<file path="src/hw/otc_consts.svh">
// Offsets, field positions, reset values and timing constants of the oscillator trim block
`ifndef OTC_CONSTS_SVH
`define OTC_CONSTS_SVH

// ----------------------------------------------------------------
// Register indices (byte address is four times the index)
// ----------------------------------------------------------------
`define OTC_CTL_IDX 8'h0F
`define OTC_AGING_IDX 8'h19
`define OTC_STAT_IDX 8'h20
`define OTC_ADDR_W 10

// ----------------------------------------------------------------
// Field positions and reset values
// ----------------------------------------------------------------
`define OTC_RELOAD_BIT 5
`define OTC_FREQ_OFF 3'h7
`define OTC_MEAS_SEL_RST 2'h0
`define OTC_FREQ_SEL_RST 3'h0
`define OTC_AGING_RST 4'h8
`define OTC_AGING_ZERO 11'sh008

// ----------------------------------------------------------------
// Timing
// ----------------------------------------------------------------
`define OTC_OSC_HZ 32768
`define OTC_CLK_HZ 100000000
`define OTC_RELOAD_MS 100
`define OTC_MEAS_S_00 8'hF0
`define OTC_MEAS_S_01 8'h78
`define OTC_MEAS_S_10 8'h3C
`define OTC_MEAS_S_11 8'h1E
`define OTC_SLOW_BIT 4'hF

`endif

</file>
<file path="src/hw/otc_pkg.sv">
// Types shared by the oscillator trim and clock output block
package otc_pkg;

  // ----------------------------------------------------------------
  // Register layouts
  // ----------------------------------------------------------------
  typedef struct packed {
    logic [1:0] temp_meas_period_sel;
    logic calib_reload_trigger;
    logic [1:0] unused;
    logic [2:0] out_freq_sel;
  } otc_ctl_t;

  typedef struct packed {
    logic [3:0] unused;
    logic [3:0] aging_trim_code;
  } otc_aging_t;

  // ----------------------------------------------------------------
  // Calibration reload sequencer states
  // ----------------------------------------------------------------
  typedef enum logic [1:0] {
    OTC_IDLE = 2'h0,
    OTC_WAIT = 2'h1,
    OTC_APPLY = 2'h3
  } otc_state_t;

endpackage

</file>
<file path="src/hw/otc_trim_square_wave_out.sv">
// Oscillator trim, temperature measurement pacing and square-wave output with APB registers
//
// The APB slave port was left to the implementer.
`timescale 1ns/1ps
`default_nettype none
`include "otc_consts.svh"

module otc_trim_square_wave_out
  import otc_pkg::*;
#(
  parameter int CLK_HZ = `OTC_CLK_HZ,
  parameter int OSC_HZ = `OTC_OSC_HZ,
  parameter int RELOAD_CYCLES = `OTC_RELOAD_MS * (`OTC_CLK_HZ / 1000),
  parameter int AGING_STEP = 1
) (
  input wire logic CORE_CLK,
  input wire logic RST_N,
  input wire logic PSEL,
  input wire logic PENABLE,
  input wire logic PWRITE,
  input wire logic [11:0] PADDR,
  input wire logic [31:0] PWDATA,
  output logic [31:0] PRDATA,
  output logic PREADY,
  output logic PSLVERR,
  input wire logic [7:0] TEMP_COMP,
  input wire logic TEMP_VALID,
  input wire logic [7:0] OTP_DATA,
  output logic TEMP_MEAS_START,
  output logic CAL_RELOAD_REQ,
  output logic LOAD_CAP_SEL,
  output logic SQW_O,
  output logic SQW_OE_N
);

  // ----------------------------------------------------------------
  // Elaboration checks
  // ----------------------------------------------------------------
  if (CLK_HZ < 4 * OSC_HZ) begin : g_bad_clk
    $error("core clock too slow for oscillator rate");
  end
  if (RELOAD_CYCLES < 4) begin : g_bad_reload
    $error("reload time too short");
  end
  if (AGING_STEP < 1 || AGING_STEP > 8) begin : g_bad_step
    $error("aging step out of range");
  end

  localparam logic [32:0] ACC_INC = 33'(2 * OSC_HZ);
  localparam logic [32:0] ACC_TOP = 33'(CLK_HZ);
  localparam logic [31:0] RELOAD_LAST = 32'(RELOAD_CYCLES - 2);
  localparam logic signed [10:0] STEP = 11'(AGING_STEP);

  // ----------------------------------------------------------------
  // Functions
  // ----------------------------------------------------------------
  // Divider bit that carries a selected frequency
  function automatic logic [3:0] tap(input logic [2:0] sel);
    case (sel)
      3'h0: tap = 4'h0;
      3'h1: tap = 4'h1;
      3'h2: tap = 4'h2;
      3'h3: tap = 4'h3;
      3'h4: tap = 4'h4;
      3'h5: tap = 4'h5;
      3'h6: tap = `OTC_SLOW_BIT;
      default: tap = 4'h0;
    endcase
  endfunction

  // Seconds between temperature measurements
  function automatic logic [7:0] period_s(input logic [1:0] sel);
    case (sel)
      2'h0: period_s = `OTC_MEAS_S_00;
      2'h1: period_s = `OTC_MEAS_S_01;
      2'h2: period_s = `OTC_MEAS_S_10;
      default: period_s = `OTC_MEAS_S_11;
    endcase
  endfunction

  // True when all divider bits up to and including bit m are zero
  function automatic logic low_up_to(input logic [15:0] cnt, input logic [3:0] m);
    logic ok;
    ok = 1'b1;
    for (int i = 0; i < 16; i++) begin
      if (i <= int'(m) && cnt[i]) begin
        ok = 1'b0;
      end
    end
    low_up_to = ok;
  endfunction

  // ----------------------------------------------------------------
  // Registers
  // ----------------------------------------------------------------
  otc_ctl_t ctl_q, ctl_d;
  logic reload_bit_q, reload_bit_d;
  otc_aging_t aging_q, aging_d;
  logic pready_q, pslverr_q;
  logic [31:0] prdata_q, prdata_d;
  logic [32:0] acc_q, acc_d;
  logic [15:0] div_q, div_d;
  logic [2:0] cur_sel_q, cur_sel_d;
  logic wave_q, wave_d;
  logic sqw_o_q;
  logic first_q;
  logic [7:0] sec_q, sec_d;
  logic [1:0] per_q, per_d;
  logic meas_q, meas_d;
  logic [7:0] temp_q;
  otc_state_t state_q, state_d;
  logic [31:0] rl_cnt_q, rl_cnt_d;
  logic [7:0] cal_q;
  logic req_q;
  logic [7:0] pwm_q;
  logic cap_q, cap_d;

  // ----------------------------------------------------------------
  // APB decode
  // ----------------------------------------------------------------
  wire logic setup = PSEL & ~PENABLE & ~pready_q;
  wire logic wr_done = PSEL & PENABLE & pready_q & PWRITE;
  wire logic [`OTC_ADDR_W-1:0] addr = PADDR[`OTC_ADDR_W-1:0];
  wire logic hit_ctl = addr == {`OTC_CTL_IDX, 2'b00};
  wire logic hit_aging = addr == {`OTC_AGING_IDX, 2'b00};
  wire logic hit_stat = addr == {`OTC_STAT_IDX, 2'b00};
  wire logic hit_any = hit_ctl | hit_aging | hit_stat;
  wire logic wr_ctl = wr_done & hit_ctl & ~pslverr_q;
  wire logic wr_aging = wr_done & hit_aging & ~pslverr_q;
  wire logic busy = state_q != OTC_IDLE;

  wire otc_ctl_t ctl_view = '{temp_meas_period_sel: ctl_q.temp_meas_period_sel,
                               calib_reload_trigger: reload_bit_q, unused: 2'h0,
                               out_freq_sel: ctl_q.out_freq_sel};
  wire otc_aging_t aging_view = '{unused: 4'h0, aging_trim_code: aging_q.aging_trim_code};
  wire logic [7:0] stat_view = {4'h0, cur_sel_q == `OTC_FREQ_OFF, ~wave_q, first_q, busy};
  assign prdata_d = hit_ctl ? {24'h0, ctl_view} :
                    hit_aging ? {24'h0, aging_view} :
                    hit_stat ? {24'h0, stat_view} : 32'h0;

  // Register write data
  wire otc_ctl_t wctl = PWDATA[7:0];
  wire otc_aging_t waging = PWDATA[7:0];
  assign ctl_d = wr_ctl ? '{temp_meas_period_sel: wctl.temp_meas_period_sel,
                            calib_reload_trigger: 1'b0, unused: 2'h0,
                            out_freq_sel: wctl.out_freq_sel} : ctl_q;
  assign reload_bit_d = wr_ctl ? wctl.calib_reload_trigger : reload_bit_q;
  assign aging_d = wr_aging ? '{unused: 4'h0, aging_trim_code: waging.aging_trim_code} : aging_q;

  // 0 to 1 write of reload bit
  wire logic reload_start = wr_ctl & wctl.calib_reload_trigger & (reload_bit_q == 1'b0);

  // APB answer: one wait-free access phase
  always_ff @(posedge CORE_CLK or negedge RST_N) begin
    if (!RST_N) begin
      pready_q <= 1'b0;
      pslverr_q <= 1'b0;
      prdata_q <= 32'h0;
    end else begin
      pready_q <= setup;
      pslverr_q <= setup & ~hit_any;
      prdata_q <= (setup & ~PWRITE) ? prdata_d : 32'h0;
    end
  end

  // Control registers
  always_ff @(posedge CORE_CLK or negedge RST_N) begin
    if (!RST_N) begin
      ctl_q <= '{temp_meas_period_sel: `OTC_MEAS_SEL_RST, calib_reload_trigger: 1'b0,
                 unused: 2'h0, out_freq_sel: `OTC_FREQ_SEL_RST};
      // aging code reset to zero correction
      aging_q <= '{unused: 4'h0, aging_trim_code: `OTC_AGING_RST};
    end else begin
      ctl_q <= ctl_d;
      aging_q <= aging_d;
    end
  end

  always_ff @(posedge CORE_CLK) begin
    reload_bit_q <= reload_bit_d;
  end

  // ----------------------------------------------------------------
  // Oscillator tick and divider chain
  // ----------------------------------------------------------------
  // Phase accumulator gives half-period ticks of the oscillator
  wire logic [32:0] acc_sum = acc_q + ACC_INC;
  wire logic half_tick = acc_sum >= ACC_TOP;
  assign acc_d = half_tick ? acc_sum - ACC_TOP : acc_sum;
  assign div_d = half_tick ? div_q + 16'h1 : div_q;
  wire logic sec_tick = half_tick & (div_q == 16'hFFFF);

  // switch only where old and new waves both start a low phase
  wire logic [3:0] tap_cur = cur_sel_q == `OTC_FREQ_OFF ? 4'h0 : tap(cur_sel_q);
  wire logic [3:0] tap_new = ctl_q.out_freq_sel == `OTC_FREQ_OFF ? 4'h0 : tap(ctl_q.out_freq_sel);
  wire logic [3:0] tap_max = tap_cur > tap_new ? tap_cur : tap_new;
  wire logic can_switch = half_tick & low_up_to(div_d, tap_max);
  assign cur_sel_d = can_switch ? ctl_q.out_freq_sel : cur_sel_q;

  // selected divider bit, or release for 111
  // tap k toggles once every 2^k half ticks
  assign wave_d = !half_tick ? wave_q :
                  cur_sel_d == `OTC_FREQ_OFF ? 1'b1 : div_d[tap(cur_sel_d)];

  always_ff @(posedge CORE_CLK or negedge RST_N) begin
    if (!RST_N) begin
      acc_q <= 33'h0;
      div_q <= 16'h0;
      cur_sel_q <= `OTC_FREQ_SEL_RST;
      wave_q <= 1'b0;
      sqw_o_q <= 1'b0;
    end else begin
      acc_q <= acc_d;
      div_q <= div_d;
      cur_sel_q <= cur_sel_d;
      wave_q <= wave_d;
      sqw_o_q <= 1'b0;
    end
  end

  // ----------------------------------------------------------------
  // Temperature measurement pacing
  // ----------------------------------------------------------------
  // period from latched selector
  wire logic period_end = sec_tick & ((sec_q + 8'h1) >= period_s(per_q));
  // one measurement right after reset, then periodic
  assign meas_d = first_q | period_end;
  assign sec_d = (first_q | period_end) ? 8'h0 : sec_tick ? sec_q + 8'h1 : sec_q;
  // new period taken at interval end
  assign per_d = (first_q | period_end) ? ctl_q.temp_meas_period_sel : per_q;

  always_ff @(posedge CORE_CLK or negedge RST_N) begin
    if (!RST_N) begin
      first_q <= 1'b1;
      sec_q <= 8'h0;
      per_q <= `OTC_MEAS_SEL_RST;
      meas_q <= 1'b0;
      temp_q <= 8'h0;
    end else begin
      first_q <= 1'b0;
      sec_q <= sec_d;
      per_q <= per_d;
      meas_q <= meas_d;
      temp_q <= TEMP_VALID ? TEMP_COMP : temp_q;
    end
  end

  // ----------------------------------------------------------------
  // Calibration reload sequencer
  // ----------------------------------------------------------------
  // fixed wait then apply, inside the reload limit
  always_comb begin
    state_d = state_q;
    rl_cnt_d = rl_cnt_q;
    case (state_q)
      OTC_IDLE: begin
        rl_cnt_d = 32'h0;
        if (reload_start) begin
          state_d = OTC_WAIT;
        end
      end
      OTC_WAIT: begin
        rl_cnt_d = rl_cnt_q + 32'h1;
        if (rl_cnt_q >= RELOAD_LAST) begin
          state_d = OTC_APPLY;
        end
      end
      OTC_APPLY: begin
        state_d = OTC_IDLE;
      end
      default: begin
        state_d = OTC_IDLE;
      end
    endcase
  end

  always_ff @(posedge CORE_CLK or negedge RST_N) begin
    if (!RST_N) begin
      state_q <= OTC_IDLE;
      rl_cnt_q <= 32'h0;
      cal_q <= 8'h0;
      req_q <= 1'b0;
    end else begin
      state_q <= state_d;
      rl_cnt_q <= rl_cnt_d;
      cal_q <= (state_q == OTC_APPLY) ? OTP_DATA : cal_q;
      req_q <= reload_start & (state_q == OTC_IDLE);
    end
  end

  // ----------------------------------------------------------------
  // Load capacitance modulation
  // ----------------------------------------------------------------
  // signed aging offset, 8 minus code, in steps
  wire logic signed [10:0] aging_adj = (`OTC_AGING_ZERO - $signed({7'h0, aging_q.aging_trim_code})) * STEP;
  wire logic signed [10:0] duty_sum = $signed({3'h0, temp_q}) + $signed({{3{cal_q[7]}}, cal_q}) + aging_adj;
  wire logic [7:0] duty = duty_sum < 0 ? 8'h0 : duty_sum > 11'sh0FF ? 8'hFF : duty_sum[7:0];
  // programmable duty selects the load capacitor
  assign cap_d = pwm_q < duty;

  always_ff @(posedge CORE_CLK or negedge RST_N) begin
    if (!RST_N) begin
      pwm_q <= 8'h0;
      cap_q <= 1'b0;
    end else begin
      pwm_q <= pwm_q + 8'h1;
      cap_q <= cap_d;
    end
  end

  // ----------------------------------------------------------------
  // Outputs
  // ----------------------------------------------------------------
  assign PRDATA = prdata_q;
  assign PREADY = pready_q;
  assign PSLVERR = pslverr_q;
  assign TEMP_MEAS_START = meas_q;
  assign CAL_RELOAD_REQ = req_q;
  assign LOAD_CAP_SEL = cap_q;
  assign SQW_O = sqw_o_q;
  // open drain: drive low only while wave low
  assign SQW_OE_N = wave_q;

endmodule
`default_nettype wire

</file>
<file path="config.mk">
export PLATFORM = sky130hd
export DESIGN_NAME = otc_trim_square_wave_out
export DESIGN_NICKNAME = d
export VERILOG_FILES = /design/src/hw/otc_pkg.sv /design/src/hw/otc_trim_square_wave_out.sv
export VERILOG_INCLUDE_DIRS = /design/src /design/src/hw
export SDC_FILE = /design/constraint.sdc
export NUM_CORES = 1
export LEC_CHECK = 0
export ABC_AREA = 1
export ABC_CLOCK_PERIOD_IN_PS = 10900
export BUFFER_PORTS_ARGS = -buffer_cell sky130_fd_sc_hd__buf_4
export CAP_MARGIN = 0
export CORE_UTILIZATION = 47
export DETAILED_ROUTE_END_ITERATION = 12
export PLACE_DENSITY = 0.67
export SLEW_MARGIN = 10
export SYNTH_ARGS = -nofsm -noshare
export SYNTH_HDL_FRONTEND = slang
export SYNTH_SLANG_ARGS = --single-unit
</file>
<file path="constraint.sdc">
create_clock -name CORE_CLK -period 10.9 [get_ports CORE_CLK]
set_input_delay 0 -clock CORE_CLK [delete_from_list [all_inputs] [get_ports CORE_CLK]]
set_output_delay 0 -clock CORE_CLK [all_outputs]
set_load 0.01 [all_outputs]
</file>
==> results.md <==
* Number of global-route vias before repair at 6800
* Most common library cell in the layout ignoring fill and taps: nand2_1
* DIE AREA at 0.0194 mm²
* Routed WL per cell at 12.4 µm
* Clk sinks at 136
* ANT cells at 0
* Root buffer cell: clkbuf_16
* Final Core Density at 0.567
* Power Density at 115 mW/mm²
* Synthesized area at 0.00887 mm²
* Hold WC Path Type: input pin to flop
* Drt first pass iters at 7
* Cells after Synth at 1135
* TritonCTS clock tree: done
* Post-Synth Adder-Cell Area at 0.0748
* Total GRT Usage at 0.201
* Hold Slack at 0.112 ns
* Max-slew violations at 0
* RSZ-0062 raised after global routing: no
* Max Clk Rate at 0.223 GHz
* First-pass GRT wire length at 31.4 mm
* CTS Buffer Depth at 2
* Mux share of post-synthesis cell area at 0.0152
* Worst endpoint data arrival time at 4.80 ns
* Critical path class: flop to flop
* Routability cong. at 0.871
* Design area at 0.0103 mm²
* Crit. End Element: flop
* Critical path's slowest cell: nand2_4
* Vias at 7345
* DP Area at 0.00939 mm²
* Fillers at 1619
* Clock Latency Late Sink at 0.42 ns
* VDD IR max at 113 µV
* Slew margin rel. at 0.330
* CP Max Fanout at 37
* Setup TNS at 0 ns
* Run status: finished clean
* Clk slew on worst S/H paths at 0.06 ns
* Final hold violation count at 0
* ANT nets after route at 0
* Die height at 139 µm
* Number of setup violations in the final report at 0
* XOR/XNOR Fraction of Synth Area at 0.0563
* Row count at 49
* Grt ovf at 0
* Most frequent cells in the layout: nand2_1 (219), inv_1 (170), dfrtp_1 (133), nor2_1 (108), nand3_1 (80)
* Post-synthesis sequential area ratio at 0.385
* Worst Tran Pin Value at 1.00 ns
* Yosys reg bits at 136
* Max_cap viols at 0
* Vias per cell at 4.98
* Most common cell on crit path: nand2_1
* Syn_area_per_cell at 7.81 µm²
* Synth Area in Compound Gates at 0.0876
* Post-cts resize count at 0
* Main combinational cell family by area after synthesis: simple AND/OR/NAND/NOR gates
* Setup Buffers After CTS at 0
* Share of layout cells above drive strength 1 at 0.125
* Crit path launch type: flop
* Ys async rst share at 0.993
* Lkg Pwr at 5.06 nW
* Netlist cell types at 51
* Port Buffers at 51
* Crit-path max cell delay at 0.52 ns
* Initial antenna violation count at 0
* FF-to-FF Start: acc_q[16]$_DFF_PN0_
* CTS buffer count at 17
* Top_reg_cell synth: dfrtp_1
* Yosys warns at 0
* Hpwl dp at 13.6 mm
* Net count reported at finish at 1345
* Initial Util at 0.487
* Critical Path RT at 11.21 ns
* Core box area at 0.0182 mm²
* CP Launch Point: acc_q[16]$_DFF_PN0_
* Setup Skew at 0.0102 ns
* Drt drc at 0
* Area delta synth->final at 16.4%
* # H-tree levels at 4
* IO Pins at 105
* Post-synth EDFFs at 1
* Pwr Total at 1.19 mW
* CP bufs+invs at 2
* Initial DRC Count at 371
* DIE WIDTH at 139 µm
* Top delay family on crit path: simple AND/OR/NAND/NOR gates
* Final period util at 0.412
* Hold buffer count at CTS at 37
* Simple-gate share of the synthesized area at 0.276
* Hold path startpoint: PSEL
* Pin count of the biggest net entering global routing at 79
* Period minus WS final at 4.49 ns
* Routed WL at 18.3 mm
[metal layers]
layer | global-route usage | up-vias | part of all wire
li1 | - | 3817 | -
met1 | 0.269 | 3374 | 0.49
met2 | 0.326 | 130 | 0.46
met3 | 0.0358 | 24 | 0.032
met4 | 0.0743 | 0 | 0.018
met5 | 0 | - | 0
[flip-flops by register name, indices dropped and copies added (netlist names), 2 cells and up]
name       count
PRDATA         7
acc_q         25
aging_q        4
cal_q          8
ctl_q          5
cur_sel_q      3
div_q         16
per_q          2
pwm_q          8
rl_cnt_q      32
sec_q          8
state_q        2
temp_q         8
[power breakdown]
group	internal, mW	switching (mW)	total (mW)
Sequential	0.513	0.00600	0.519
Clock	0.318	0.238	0.557
Combinational	0.0506	0.0584	0.109
Total	0.882	0.303	1.19
[final timing paths]
check                                          to  slack, ns  cells past startpoint
min reg2reg                    pwm_q[0]$_DFF_PN0_       0.48                      1
max                          SQW_OE_N$_DFFE_PN0N_       6.41                     28
min in group asynchronous     acc_q[16]$_DFF_PN0_       0.16                      2
max reg2reg                  SQW_OE_N$_DFFE_PN0N_       6.41                     28
min                          ctl_q[1]$_DFFE_PN0P_       0.11                      5
max in group asynchronous  LOAD_CAP_SEL$_DFF_PN0_       9.52                      3
[final cells by class]
| cell class | count | area (µm²) | area share |
|---|---|---|---|
| inverters | 178 | 668 | 0.0647 |
| multi-input cells | 809 | 4620 | 0.448 |
| repair buffers | 90 | 772 | 0.0748 |
| clock buffers | 18 | 429 | 0.0416 |
| clock inverters | 14 | 136 | 0.0132 |
| well taps | 229 | 287 | 0.0277 |
| flip-flops and latches | 136 | 3410 | 0.330 |
[per-stage QoR]
| stage | instances | setup slack (ns) |
|---|---|---|
| floorplan | 1161 | 7.28 |
| global placement | 1405 | 6.36 |
| detailed placement | 1405 | 6.35 |
| CTS | 1474 | 6.33 |
| global route | 1474 | 5.84 |
| finish | 1474 | 6.41 |
[Yosys cell counts, types with 2 or more instances]
library cell / n / area, µm²
and3_1: 2 / 12.5
a21oi_1: 48 / 240
a31oi_1: 3 / 18.8
o22ai_1: 2 / 12.5
nor3b_1: 6 / 45.0
clkbuf_1: 5 / 18.8
buf_4: 26 / 195
inv_2: 7 / 26.3
nor2_1: 108 / 405
fa_1: 10 / 200
nand2_1: 219 / 822
dfrtp_1: 133 / 3330
a211oi_1: 7 / 52.6
o21ai_1: 5 / 25.0
a22oi_1: 7 / 52.6
o21ai_0: 46 / 230
dfstp_2: 2 / 52.6
nand2_4: 5 / 56.3
nand4_1: 18 / 113
buf_2: 4 / 20.0
nor4_1: 5 / 31.3
nor2_2: 3 / 18.8
nor2_4: 9 / 101
mux2_2: 12 / 135
inv_1: 170 / 638
or2_2: 2 / 12.5
nor3_1: 39 / 195
o21ai_2: 3 / 26.3
o21bai_1: 3 / 22.5
and2_1: 2 / 12.5
nand3b_1: 3 / 22.5
xor2_1: 47 / 412
o211ai_1: 6 / 45.0
ha_1: 37 / 463
nand2_2: 27 / 169
xnor2_1: 10 / 87.6
nand3_1: 80 / 400
[kinds of logic after synthesis]
kind of cell,count (synthesis)
DFF,136
and+or+nand+nor,530
xor gates and xnor gates,57
muxes,12
other,1
buffers and inverters,216
adders and majority gates,47
AOI/OAI and AO/OA,136
[worst min-delay path: cells and delay by family]
kind / cells / cell delay (ns)
AND/OR/NAND/NOR: 3 / 0.28
buffers and inverters: 1 / 0.11
AO/OA/AOI/OAI: 1 / 0.10
No activity file was read; power rests on OpenSTA's default activity.
